`config.mk`:
```
export PLATFORM = sky130hd
export DESIGN_NAME = lrc_regs
export DESIGN_NICKNAME = d
export VERILOG_FILES = /design/src/hw/lrc_pkg.sv /design/src/hw/lrc_decode.sv /design/src/hw/lrc_regs.sv
export SDC_FILE = /design/constraint.sdc
export NUM_CORES = 1
export LEC_CHECK = 0
export BUFFER_PORTS_ARGS = -buffer_cell sky130_fd_sc_hd__buf_2
export CORE_MARGIN = 2
export CORE_UTILIZATION = 40
export CTS_BUF_LIST = sky130_fd_sc_hd__clkbuf_4
export CTS_CLUSTER_DIAMETER = 40
export CTS_CLUSTER_SIZE = 25
export DETAILED_ROUTE_END_ITERATION = 12
export GPL_TIMING_DRIVEN = 0
export HOLD_SLACK_MARGIN = 0.02
export SLEW_MARGIN = 20
export SYNTH_ARGS = -nofsm -noshare
export SYNTH_HDL_FRONTEND = slang
export SYNTH_SLANG_ARGS = --single-unit
```
`constraint.sdc`:
```
create_clock -name sys_clk -period 5.9 [get_ports sys_clk]
set_input_delay 1.18 -clock sys_clk [delete_from_list [all_inputs] [get_ports sys_clk]]
set_output_delay 1.18 -clock sys_clk [all_outputs]
set_load 0.01 [all_outputs]
```
`src/hw/lrc_pkg.sv`:
```
// Package with register map, field layout and voltage coding for the regulator control bank.
package lrc_pkg;

  // ==========================================================================
  // Register map
  localparam logic [7:0] REG_FIVE_OFS  = 8'h32;
  localparam logic [7:0] REG_EIGHT_OFS = 8'h33;
  localparam logic [7:0] REG_SEVEN_OFS = 8'h34;
  localparam logic [7:0] REG_SIX_OFS   = 8'h35;
  localparam logic [7:0] REG_FOUR_OFS  = 8'h36;
  localparam int         NUM_REGS      = 5;

  // ==========================================================================
  // Field layout
  localparam int STATE_LSB      = 0;
  localparam int STATE_MSB      = 1;
  localparam int SEL_LSB        = 2;
  localparam int SEL_MSB_NARROW = 6;
  localparam int SEL_MSB_WIDE   = 7;
  localparam int TRACK_BIT      = 6;

  // ==========================================================================
  // Reset values and masks
  localparam logic [7:0] REG_RESET   = 8'h00;
  localparam logic [7:0] MASK_NARROW = 8'h7f;
  localparam logic [7:0] MASK_WIDE   = 8'hff;

  // ==========================================================================
  // Voltage coding in millivolts
  localparam logic [4:0]  NARROW_FLOOR_CODE = 5'h02;
  localparam logic [11:0] NARROW_FLOOR_MV   = 12'd1000;
  localparam logic [11:0] NARROW_STEP_MV    = 12'd100;
  localparam logic [4:0]  NARROW_MAX_CODE   = 5'h19;
  localparam logic [11:0] WIDE_BASE_MV      = 12'd800;
  localparam logic [11:0] WIDE_STEP_MV      = 12'd50;
  localparam logic [5:0]  WIDE_MAX_CODE     = 6'h32;
  localparam logic [11:0] MAX_MV            = 12'd3300;

  typedef enum logic [1:0] {
    LRC_OFF    = 2'b00,
    LRC_ACTIVE = 2'b01,
    LRC_SLEEP  = 2'b11
  } lrc_state_t;

endpackage : lrc_pkg

```
`src/hw/lrc_decode.sv`:
```
// Decoder from one control register value to supply state and output voltage.
`timescale 1ns/1ns
module lrc_decode #(
  parameter bit WIDE = 1'b0
) (
  input  wire logic [7:0]  reg_value,
  output logic             enabled,
  output logic             low_power,
  output logic [11:0]      millivolts
);

  // ==========================================================================
  // Supply state
  wire logic [1:0] state_bits = reg_value[lrc_pkg::STATE_MSB:lrc_pkg::STATE_LSB];
  assign enabled   = state_bits[0];
  assign low_power = (state_bits == lrc_pkg::LRC_SLEEP);

  // ==========================================================================
  // Voltage
  function automatic logic [11:0] narrow_mv(input logic [4:0] code);
    logic [4:0] c;
    c = (code < lrc_pkg::NARROW_FLOOR_CODE) ? lrc_pkg::NARROW_FLOOR_CODE : code;
    if (code > lrc_pkg::NARROW_MAX_CODE) begin
      narrow_mv = lrc_pkg::MAX_MV;
    end else begin
      narrow_mv = 12'(lrc_pkg::NARROW_FLOOR_MV
                + 12'(c - lrc_pkg::NARROW_FLOOR_CODE) * lrc_pkg::NARROW_STEP_MV);
    end
  endfunction : narrow_mv

  function automatic logic [11:0] wide_mv(input logic [5:0] code);
    // Codes past the top one are not defined; they hold at the top voltage.
    if (code > lrc_pkg::WIDE_MAX_CODE) begin
      wide_mv = lrc_pkg::MAX_MV;
    end else begin
      wide_mv = 12'(lrc_pkg::WIDE_BASE_MV + 12'(code) * lrc_pkg::WIDE_STEP_MV);
    end
  endfunction : wide_mv

  wire logic [4:0] narrow_code = reg_value[lrc_pkg::SEL_MSB_NARROW:lrc_pkg::SEL_LSB];
  wire logic [5:0] wide_code   = reg_value[lrc_pkg::SEL_MSB_WIDE:lrc_pkg::SEL_LSB];
  assign millivolts = WIDE ? wide_mv(wide_code)
                           : narrow_mv(narrow_code);

endmodule : lrc_decode

```
`src/hw/lrc_regs.sv`:
```
// Control register bank for five linear regulators with decoded outputs.
`timescale 1ns/1ns
module lrc_regs (
  input  wire logic        sys_clk,
  input  wire logic        srst,
  input  wire logic        boot_load,
  input  wire logic [39:0] boot_values,
  input  wire logic [7:0]  reg_addr,
  input  wire logic        reg_wr,
  input  wire logic [7:0]  reg_wdata,
  output logic [7:0]       reg_rdata,
  output logic             reg_hit,
  input  wire logic [7:0]  converter_control,
  input  wire logic        first_core_converter_active,
  input  wire logic [11:0] first_core_converter_mv,
  output logic [4:0]       regulator_enable,
  output logic [4:0]       regulator_low_power,
  output logic [59:0]      regulator_millivolts
);

  // ==========================================================================
  // Storage and address decode
  // Index order: 0 five, 1 eight, 2 seven, 3 six, 4 four.
  logic [7:0] ctrl [lrc_pkg::NUM_REGS];

  function automatic logic [7:0] reg_mask(input int idx);
    reg_mask = (idx == lrc_pkg::NUM_REGS - 1) ? lrc_pkg::MASK_WIDE
                                              : lrc_pkg::MASK_NARROW;
  endfunction : reg_mask

  wire logic [7:0] rel_addr = 8'(reg_addr - lrc_pkg::REG_FIVE_OFS);
  wire logic       in_range = (reg_addr >= lrc_pkg::REG_FIVE_OFS)
                           && (reg_addr <= lrc_pkg::REG_FOUR_OFS);
  wire logic [2:0] sel_idx  = rel_addr[2:0];
  assign reg_hit = in_range;

  // srst is the turn-off reset; the general reset is not connected here.
  genvar gi;
  generate
    for (gi = 0; gi < lrc_pkg::NUM_REGS; gi++) begin : g_reg
      wire logic [7:0] m = reg_mask(gi);
      always_ff @(posedge sys_clk) begin
        if (srst) begin
          ctrl[gi] <= lrc_pkg::REG_RESET;
        end else if (boot_load) begin
          ctrl[gi] <= boot_values[gi*8 +: 8] & m;
        end else if (reg_wr && in_range && sel_idx == 3'(gi)) begin
          ctrl[gi] <= reg_wdata & m;
        end
      end
    end
  endgenerate

  // ==========================================================================
  // Read path
  logic [7:0] next_rdata;
  assign next_rdata = in_range ? ctrl[sel_idx] : 8'h00;
  always_ff @(posedge sys_clk) begin
    if (srst) begin
      reg_rdata <= lrc_pkg::REG_RESET;
    end else begin
      reg_rdata <= next_rdata;
    end
  end

  // ==========================================================================
  // Decoded outputs
  logic [11:0] raw_mv [lrc_pkg::NUM_REGS];
  logic [4:0]  en_w;
  logic [4:0]  lp_w;
  generate
    for (gi = 0; gi < lrc_pkg::NUM_REGS; gi++) begin : g_dec
      lrc_decode #(
        .WIDE (gi == lrc_pkg::NUM_REGS - 1)
      ) u_dec (
        .reg_value  (ctrl[gi]),
        .enabled    (en_w[gi]),
        .low_power  (lp_w[gi]),
        .millivolts (raw_mv[gi])
      );
    end
  endgenerate

  // Tracking overrides only the voltage; the range limit is software's job.
  wire logic tracking = converter_control[lrc_pkg::TRACK_BIT]
                     && first_core_converter_active;
  wire logic [11:0] four_mv = tracking ? first_core_converter_mv
                                       : raw_mv[lrc_pkg::NUM_REGS-1];

  always_ff @(posedge sys_clk) begin
    if (srst) begin
      regulator_enable     <= 5'h0;
      regulator_low_power  <= 5'h0;
      regulator_millivolts <= 60'h0;
    end else begin
      regulator_enable     <= en_w;
      regulator_low_power  <= lp_w;
      regulator_millivolts <= {four_mv, raw_mv[3], raw_mv[2], raw_mv[1], raw_mv[0]};
    end
  end

endmodule : lrc_regs

```
Word level (Yosys, flattened, before mapping)
Memories as Yosys holds them, arrays and structs flattened. A register that Yosys moved wholly into a read port is not among the register bits.
Cells that the tools add are included.
Widths: inputs -> output; s select.
{"block": "word_totals", "out_inout_bits": 79, "mem_bits_rw": 40, "n_memories": 1, "inputBits": 81, "elab_cells": 113, "ff_bits": 70}
{"name": "ctrl", "depth": 5, "word_bits": 8, "rd": 6, "rd_ports_with_merged_regs": 1, "write_ports": 5, "line_no": "lrc_regs.sv:24", "source": "logic [7:0] ctrl [lrc_pkg::NUM_REGS];"}
{"block": "op_classes", "multipliers": 5, "bitwise": 11, "mux": 45, "reduce_logical": 14, "addsub": 10, "magnitude_cmp": 11, "n_eq_ne": 9}
{"op": "$mux 8", "count": 10}
{"op": "$mux 12", "count": 6}
{"op": "$add 10x12->12 const A", "count": 5}
{"op": "$mul 12x5->10 const B", "count": 4}
{"op": "$mux 1", "count": 25}
{"op": "$sub 5x2->6 const B", "count": 4}
{"op": "$gt 5x5->1 const B", "count": 4}
{"op": "$lt 5x2->1 const B", "count": 4}
{"op": "$mux 5", "count": 4}
{"op": "$mul 6x5->11 const B", "count": 1}
{"op": "$eq 2x2->1 const B", "count": 5}
{"op": "$or 1x1->1", "count": 10}
{"op": "$reduce_or 2->1", "count": 5}
{"op": "$ge 8x6->1 const B", "count": 1}
{"op": "$le 8x6->1 const B", "count": 1}
{"op": "$logic_and 1x1->1", "count": 8}
{"op": "$eq 3x2->1 const B", "count": 2}
{"op": "$gt 6x6->1 const B", "count": 1}
{"op": "$eq 3x1->1 const B", "count": 1}
{"op": "$eq 3x3->1 const B", "count": 1}
{"op": "$logic_not 3->1", "count": 1}
{"op": "$sub 3x2->3 const B", "count": 1}
{"op": "$not 1->1", "count": 1}

Depth between registers and ports, before layout
Gate-level depths: netlist of run 1.
{"block": "logic_depth", "ltp_word": 9, "ltp_mapped": 16, "depth_no_buf": 15}

Cells and area by module
A second synthesis of run 1 with hierarchy kept.
{"block": "hier_totals", "hier_cells": 842, "hier_area_um2": 7997.7}
{"mod": "lrc_regs", "area_per_inst_um2": 4334.2, "cells_per_inst": 402, "n_inst": 1, "seq_area_each_um2": 2642.5}
{"mod": "lrc_decode (g_dec[0].u_dec ...)", "area_per_inst_um2": 714.4, "cells_per_inst": 85, "n_inst": 4, "seq_area_each_um2": 0.0}
{"mod": "lrc_decode (g_dec[4].u_dec)", "area_per_inst_um2": 805.8, "cells_per_inst": 100, "n_inst": 1, "seq_area_each_um2": 0.0}

Least setup slack after synthesis of run 1
Ideal clock, no wire load.
{"block": "synth_path", "path_kind": "reg2reg", "startpoint": "mem ctrl[0][5]", "endpoint": "reg regulator_millivolts[11]", "arrival_time_ps": 3963, "setup_ps": 70, "required_ps": 5830, "stages_incl_launch_ff": 15, "slack_ps": 1867, "n_path_buf": 1, "path_cell_list": "edfxtp_1 -> nor2_1 -> a21oi_1 -> ha_1 -> clkbuf_1 -> xor2_1 -> ha_1 -> ha_1 -> fa_1 -> ha_1 -> a21oi_2 -> xnor2_1 -> o41ai_2 -> xnor3_1 -> a21oi_1"}
{"item": "from (decl)", "line_no": "lrc_regs.sv:24"}
{"item": "to (signal assigned)", "line_no": "lrc_regs.sv:98", "source": "regulator_millivolts <= {four_mv, raw_mv[3], raw_mv[2], raw_mv[1], raw_mv[0]};"}
{"item": "to (decl)", "line_no": "lrc_regs.sv:18", "source": "output logic [59:0] regulator_millivolts"}

==> flow_summary.ini, run 1 <==
[grt]
antenna_found_initial = 4
overflow = 0
grt_pass1_vias = 5104
grt_max_degree = 18
track_usage_pct = 18.7
grt_pass1_wl_um = 25900

[routing]
drt_iter0_markers = 251
route.vias.total = 5159
vias_per_cell = 5.02
first_pass_iters = 4
totalWireLength_um = 16400
final_antenna_net_count = 0
wl_per_cell_um = 15.9
drc_errors = 0

[logic_synthesis]
synth_top_area_share_pct = 20.9
ys_seq_area_share_pct = 37.0
synth_ff_type = dfxtp_1
synth.largest_area_cell = dfxtp_1
async_flop_share_pct = 0
synth-edff-count = 36
synth_area_leaders = dfxtp_1 21%, ha_1 16%, edfxtp_1 16%, fa_1 5.1%, a22o_1 4.7%
avgSynthCellArea_um2 = 10.5
ys_warn_count = 0
post_synth_inst_count = 637
yosys.cell_types.count = 50
synth-seq-cells = 106
syn_area_um2 = 6710

[timing]
min_period_ns = 4.64
period_share_pct = 78.6
fin_tns_setup_ns = 0
timing.max_slew.rel_slack_pct = 53.1
hold_viol_final = 0
worst_slew_pin_slew_ns = 0.703
finalMaxSlewViolations = 0
hold_slack_ns = 0.512
rsz0062_at_grt = false
setup_viol = 0
fmax_mhz = 216
fin_skew_ns = 0.0241

[power]
p_leak_nw = 3.86
peakVddDrop_mv = 0.108
power_density_nw_per_um2 = 327

[clock_network]
cts_setup_buffers = 0
cts_inserted_buffers = 9
cts_resized = 0
cts_root_buffer = clkbuf_4
clk_path_buf_depth = 2
htree_levels = 3
cts_tree = done
cts_hold_buffers = 0
clkLatencyLatePin_ns = 0.50
cts_sinks = 106
path_clk_slew_ns = 0.16

[worst_setup_path]
path_class = reg2reg
required_ns = 6.33
critPathCaptureType = register
critPathMaxFanout = 6
setup.worst_path.start_class = register
crit_arrival_ns = 5.07
reg2reg_depth = 14

[floorplanning]
io_pins = 160
dieHeight_um = 134
initial_core_util_pct = 40.8
core_um2 = 16500
rows = 47
die_x_um = 134
die_area_um2 = 17800

[final_layout]
nets = 983
syn_to_final_growth_pct = 17.0
layout_commonest_cell = buf_2
layout_common_cells = 140 x buf_2, 87 x ha_1, 70 x dfxtp_1, 55 x inv_1, 49 x nor2_1
drive_above_1_share_pct = 22.3
nFillCells = 1624

[placement]
hpwlAfterDp_um = 13500
portBuffers = 140
place.gp.congestion = 0.880

[min_path]
hp-class = reg2reg
hold_depth = 1

[outcome]
outcome = finished, final reports clean

[job]
drv_cap = 0
## routing by layer
metal	part of all wire, %	global-route usage, %
met3	5.5	2.85
met4	2.4	6.91
met5	0	0
met2	46	30.1
met1	46	25.5
## layout make-up
cell class | instances | area [µm²] | share of cell area, %
multi-input cells | 451 | 3900 | 49.6
repair buffers | 140 | 701 | 8.92
well taps | 220 | 275 | 3.50
diodes | 4 | 10.0 | 0.127
flip-flops and latches | 106 | 2480 | 31.6
clock inverters | 4 | 30.0 | 0.382
plain buffers | 35 | 161 | 2.05
clock buffers | 12 | 90.1 | 1.15
inverters | 55 | 206 | 2.63
## per-stage QoR
step | instances | total power, W | cell area [µm²] | util [%] | setup slack [ns]
2_1_floorplan | 647 | 0.00192 | 6750 | - | 1.87
3_3_place_gp | 1007 | 0.00222 | 7720 | 46.9 | 1.34
3_5_place_dp | 1007 | 0.00224 | 7720 | 46.9 | 1.30
4_1_cts | 1023 | 0.00259 | 7850 | 47.6 | 1.27
5_1_grt | 1027 | 0.00278 | 7860 | 47.7 | 0.949
6_report | 1027 | 0.00257 | 7860 | 47.7 | 1.26
## sequential cells by signal (all words and copies together) (netlist names)
| signal | flops |
|---|---|
| regulator_low_power | 5 |
| regulator_enable | 5 |
| reg_rdata | 8 |
| regulator_millivolts | 52 |
| ctrl | 36 |
## synth_stat cells, types with 3 or more instances
cell type / n
or2_2: 4
o31ai_1: 4
a22o_1: 36
mux2i_1: 7
xnor2_1: 26
dfxtp_1: 70
xnor3_1: 4
nand3_1: 9
mux4_2: 7
o21bai_1: 4
o211ai_1: 3
nor3b_1: 4
ha_1: 87
fa_1: 17
a21oi_1: 41
edfxtp_1: 36
o21ai_1: 4
buf_1: 4
nor2_1: 49
a22oi_1: 6
xor2_1: 30
and2_1: 8
nand2b_1: 12
a211oi_1: 7
o21a_1: 5
nor3_1: 13
a21o_1: 10
inv_1: 55
clkbuf_1: 23
buf_4: 8
nand2_1: 10
nor2b_1: 8
## worst max-delay path, stage by stage, from the launching register on
cell and delay, ns:
edfxtp_1 0.52, nor2_1 0.09, a21oi_1 0.39, ha_1 0.24
clkbuf_1 0.28, xor2_1 0.31, ha_1 0.29, ha_1 0.30
fa_1 0.50, ha_1 0.36, a21oi_2 0.18, xnor2_1 0.14
o41ai_2 0.42, xnor3_1 0.37, a21oi_1 0.15
## power by group
part | switching (W) | leakage (nW) | internal (W)
registers | 0.0000465 | 0.966 | 0.000877
clock network | 0.000240 | 0.0679 | 0.000103
logic | 0.000695 | 2.83 | 0.000610
total | 0.000982 | 3.86 | 0.00159
## kinds of logic (layout without fill, tap and decap cells)
logic type      count (synthesis)  count (layout)  share of synthesized area (%)
compound gates                132             132                           14.1
mux                            14              14                           3.39
buf+inv                        90             246                           5.48
other cells                     1              15                         0.0559
fa+ha+maj                     104             104                           21.3
flops                         106             106                           37.0
xor+xnor                       60              60                           8.65
simple gates                  130             130                           10.0
## final timing paths
| path | slack, ns | startpoint | endpoint |
|---|---|---|---|
| worst min-delay path | 0.51 | ctrl[2][1]$_DFFE_PP_ | regulator_low_power[2]$_SDFF_PP0_ |
| worst max-delay path | 1.26 | ctrl[0][5]$_DFFE_PP_ | regulator_millivolts[11]$_SDFF_PP0_ |
| worst max register to register | 1.26 | ctrl[0][5]$_DFFE_PP_ | regulator_millivolts[11]$_SDFF_PP0_ |
| worst min register to register | 0.51 | ctrl[2][1]$_DFFE_PP_ | regulator_low_power[2]$_SDFF_PP0_ |
Note: power is estimated with default switching activity, not from simulation.
==> inputs of run 2 (changes only) <==
--- a/config.mk
+++ b/config.mk
@@ -5,6 +5,7 @@
 export SDC_FILE = /design/constraint.sdc
 export NUM_CORES = 1
 export LEC_CHECK = 0
+export ABC_AREA = 1
 export BUFFER_PORTS_ARGS = -buffer_cell sky130_fd_sc_hd__buf_2
 export CORE_MARGIN = 2
 export CORE_UTILIZATION = 40
==> constraint.sdc (replaced) <==
create_clock -name sys_clk -period 4.4 [get_ports sys_clk]
set_input_delay 0.88 -clock sys_clk [delete_from_list [all_inputs] [get_ports sys_clk]]
set_output_delay 0.88 -clock sys_clk [all_outputs]
set_load 0.01 [all_outputs]
==> run 2 against run 1 <==
Effect of this change:
- sequential power is 32% higher
- via count is 30% higher
- die area is 10% higher
- clock power is 44% higher
- setup slack worse by 0.93 ns
- cell count is 34% higher
- maximum frequency is 14% higher
- sequential share of layout area is 2.9 points lower
- synthesized cell count is 53% higher
- core utilization hardly changed
- hold slack better by 0.035 ns
- critical path type unchanged
==> flow_summary.ini, run 2 <==
[outcome]
outcome = finished, final reports clean

[routing]
first_pass_iters = 5
final_antenna_net_count = 0
vias_per_cell = 4.88
route.vias.total = 6714
drc_errors = 0
wl_per_cell_um = 14.0
totalWireLength_um = 19200
drt_iter0_markers = 448

[clock_network]
clk_path_buf_depth = 2
cts_inserted_buffers = 9
cts_tree = done
htree_levels = 3
clkLatencyLatePin_ns = 0.53
path_clk_slew_ns = 0.20
cts_sinks = 106
cts_hold_buffers = 0
cts_root_buffer = clkbuf_4

[worst_setup_path]
setup.worst_path.start_class = register
regToRegStartpoint = ctrl[0][6]$_DFFE_PP_
path_class = reg2reg
required_ns = 4.83
critPathCaptureType = register
reg2reg_slack_ns = 0.33
critPathMaxFanout = 7
startpoint = ctrl[0][6]$_DFFE_PP_
crit_arrival_ns = 4.50

[final_layout]
reg.largest.list = regulator_millivolts: 52 flops, ctrl: 36 flops, reg_rdata: 8 flops
nFillCells = 1845
nets = 1326
layout_common_cells = 290 x nand2_1, 147 x buf_2, 140 x inv_1, 85 x ha_1, 70 x dfxtp_1
largest_register_ffs = 52
seqCellArea_um2 = 2480
top_register = regulator_millivolts
drive_above_1_share_pct = 17.6
final_area_um2 = 8640
syn_to_final_growth_pct = 16.3
multi_input_area_um2 = 4280
layout_commonest_cell = nand2_1

[grt]
grt_max_degree = 20
overflow = 0
track_usage_pct = 19.8
antenna_found_initial = 2
grt_pass1_wl_um = 30600
grt_pass1_vias = 6138

[timing]
rsz0062_at_grt = false
timing.max_slew.rel_slack_pct = 44.8
hold_slack_ns = 0.547
hold_viol_final = 0
period_share_pct = 92.5
setup_viol = 0
worst_slew_pin_slew_ns = 0.828
finalMaxSlewViolations = 0
fin_tns_setup_ns = 0
min_period_ns = 4.07
fmax_mhz = 246
fin_skew_ns = 0.0488

[floorplanning]
core_um2 = 18100
io_pins = 160
rows = 49
initial_core_util_pct = 41.1
die_area_um2 = 19700
dieHeight_um = 140
die_x_um = 140

[placement]
portBuffers = 139
hpwlAfterDp_um = 15700
place_area_um2 = 8450
place.gp.congestion = 0.844

[logic_synthesis]
avgSynthCellArea_um2 = 7.61
synth.largest_area_cell = dfxtp_1
syn_area_um2 = 7430
synth-edff-count = 36
yosys.cell_types.count = 38
synth_common_cells = 290 x nand2_1, 140 x inv_1, 87 x ha_1
synth_top_area_share_pct = 18.9
async_flop_share_pct = 0
ys_seq_area_share_pct = 33.4
synth_ff_type = dfxtp_1
ys_warn_count = 0
synth_area_leaders = dfxtp_1 19%, ha_1 15%, nand2_1 15%, edfxtp_1 15%, inv_1 7.1%
synth.most_common_cell = nand2_1
synth-seq-cells = 106
post_synth_inst_count = 976

[power]
cell_internal_pwr_w = 0.00204
power_density_nw_per_um2 = 414
pwr-share-comb_pct = 52.0
clkPwrFrac_pct = 13.8
p_leak_nw = 4.79
switching_share_pct = 43.0
netSwitchingPower_w = 0.00154
p_seq_share_pct = 34.2
peakVddDrop_mv = 0.157

[min_path]
hp-class = reg2reg
hp-start = ctrl[2][0]$_DFFE_PP_

[job]
drv_cap = 0
-- run 2: layout make-up --
| cell class | instances | area share (%) |
|---|---|---|
| multi-input combinational | 706 | 49.5 |
| sequential | 106 | 28.7 |
| timing repair buffer | 144 | 8.49 |
| inverter | 140 | 6.08 |
| tap | 229 | 3.32 |
| buffer | 34 | 2.29 |
| clock buffer | 9 | 0.782 |
| clock inverter | 7 | 0.710 |
| antenna | 2 | 0.0579 |
-- run 2: critical path, stage by stage (launching register included) --
cell and delay, ns:
edfxtp_1 0.51, nor2_1 0.26, a21oi_2 0.13, ha_2 0.25, xor2_1 0.28, ha_1 0.21
inv_1 0.06, fa_1 0.51, fa_1 0.54, inv_1 0.04, ha_1 0.35, nand2_1 0.09
inv_1 0.05, a21oi_1 0.22, nand2_1 0.10, nand2_1 0.07, nand2_1 0.06, nand2_1 0.06
nand3_1 0.06, nand2_1 0.06, inv_1 0.05
-- run 2: path summary, 6_finish.rpt --
| path | end | cells past startpoint |
|---|---|---|
| worst max-delay path | regulator_millivolts[11]$_SDFF_PP0_ | 20 |
| worst min-delay path | regulator_low_power[2]$_SDFF_PP0_ | 2 |
| worst max register to register | regulator_millivolts[11]$_SDFF_PP0_ | 20 |
| worst min register to register | regulator_low_power[2]$_SDFF_PP0_ | 2 |
-- run 2: stage by stage --
step | power, W | util, % | worst slack [ns] | cells
floorplan | 0.00263 | - | 0.724 | 986
global route | 0.00393 | 47.8 | 0.00544 | 1377
CTS | 0.00359 | 47.4 | 0.128 | 1370
detailed placement | 0.00309 | 46.7 | 0.214 | 1354
global placement | 0.00306 | 46.7 | 0.232 | 1354
finish | 0.00357 | 47.8 | 0.331 | 1377
-- run 2: metal layers --
layer	part of all wire, %	track usage [%]
met2	44	31.1
met1	48	27.8
met3	5.9	2.50
met4	2.6	7.97
met5	0	0
-- run 2: power by group through the flow --
stage / clock network [W] / logic (W) / registers (W)
floorplan: 0 / 0.00132 / 0.00131
global placement: 0 / 0.00181 / 0.00125
detailed placement: 0 / 0.00184 / 0.00125
CTS: 0.000507 / 0.00185 / 0.00123
global route: 0.000540 / 0.00215 / 0.00124
finish: 0.000493 / 0.00186 / 0.00122
-- run 2: cell families after synthesis --
| family | after synthesis | share of synthesized area (%) |
|---|---|---|
| buffers and inverters | 174 | 9.73 |
| other | 1 | 0.0505 |
| AO/OA/AOI/OAI | 90 | 7.02 |
| AND/OR/NAND/NOR | 483 | 28.4 |
| XOR/XNOR | 18 | 2.12 |
| flip-flops | 106 | 33.4 |
| adder cells (fa/ha/maj) | 104 | 19.2 |
-- run 2: timing repair --
item,4_1_cts,5_1_grt
endpoints found under the hold margin,0,0
setup endpoints to repair,0,5
gates resized for setup,0,6
setup buffers,0,5
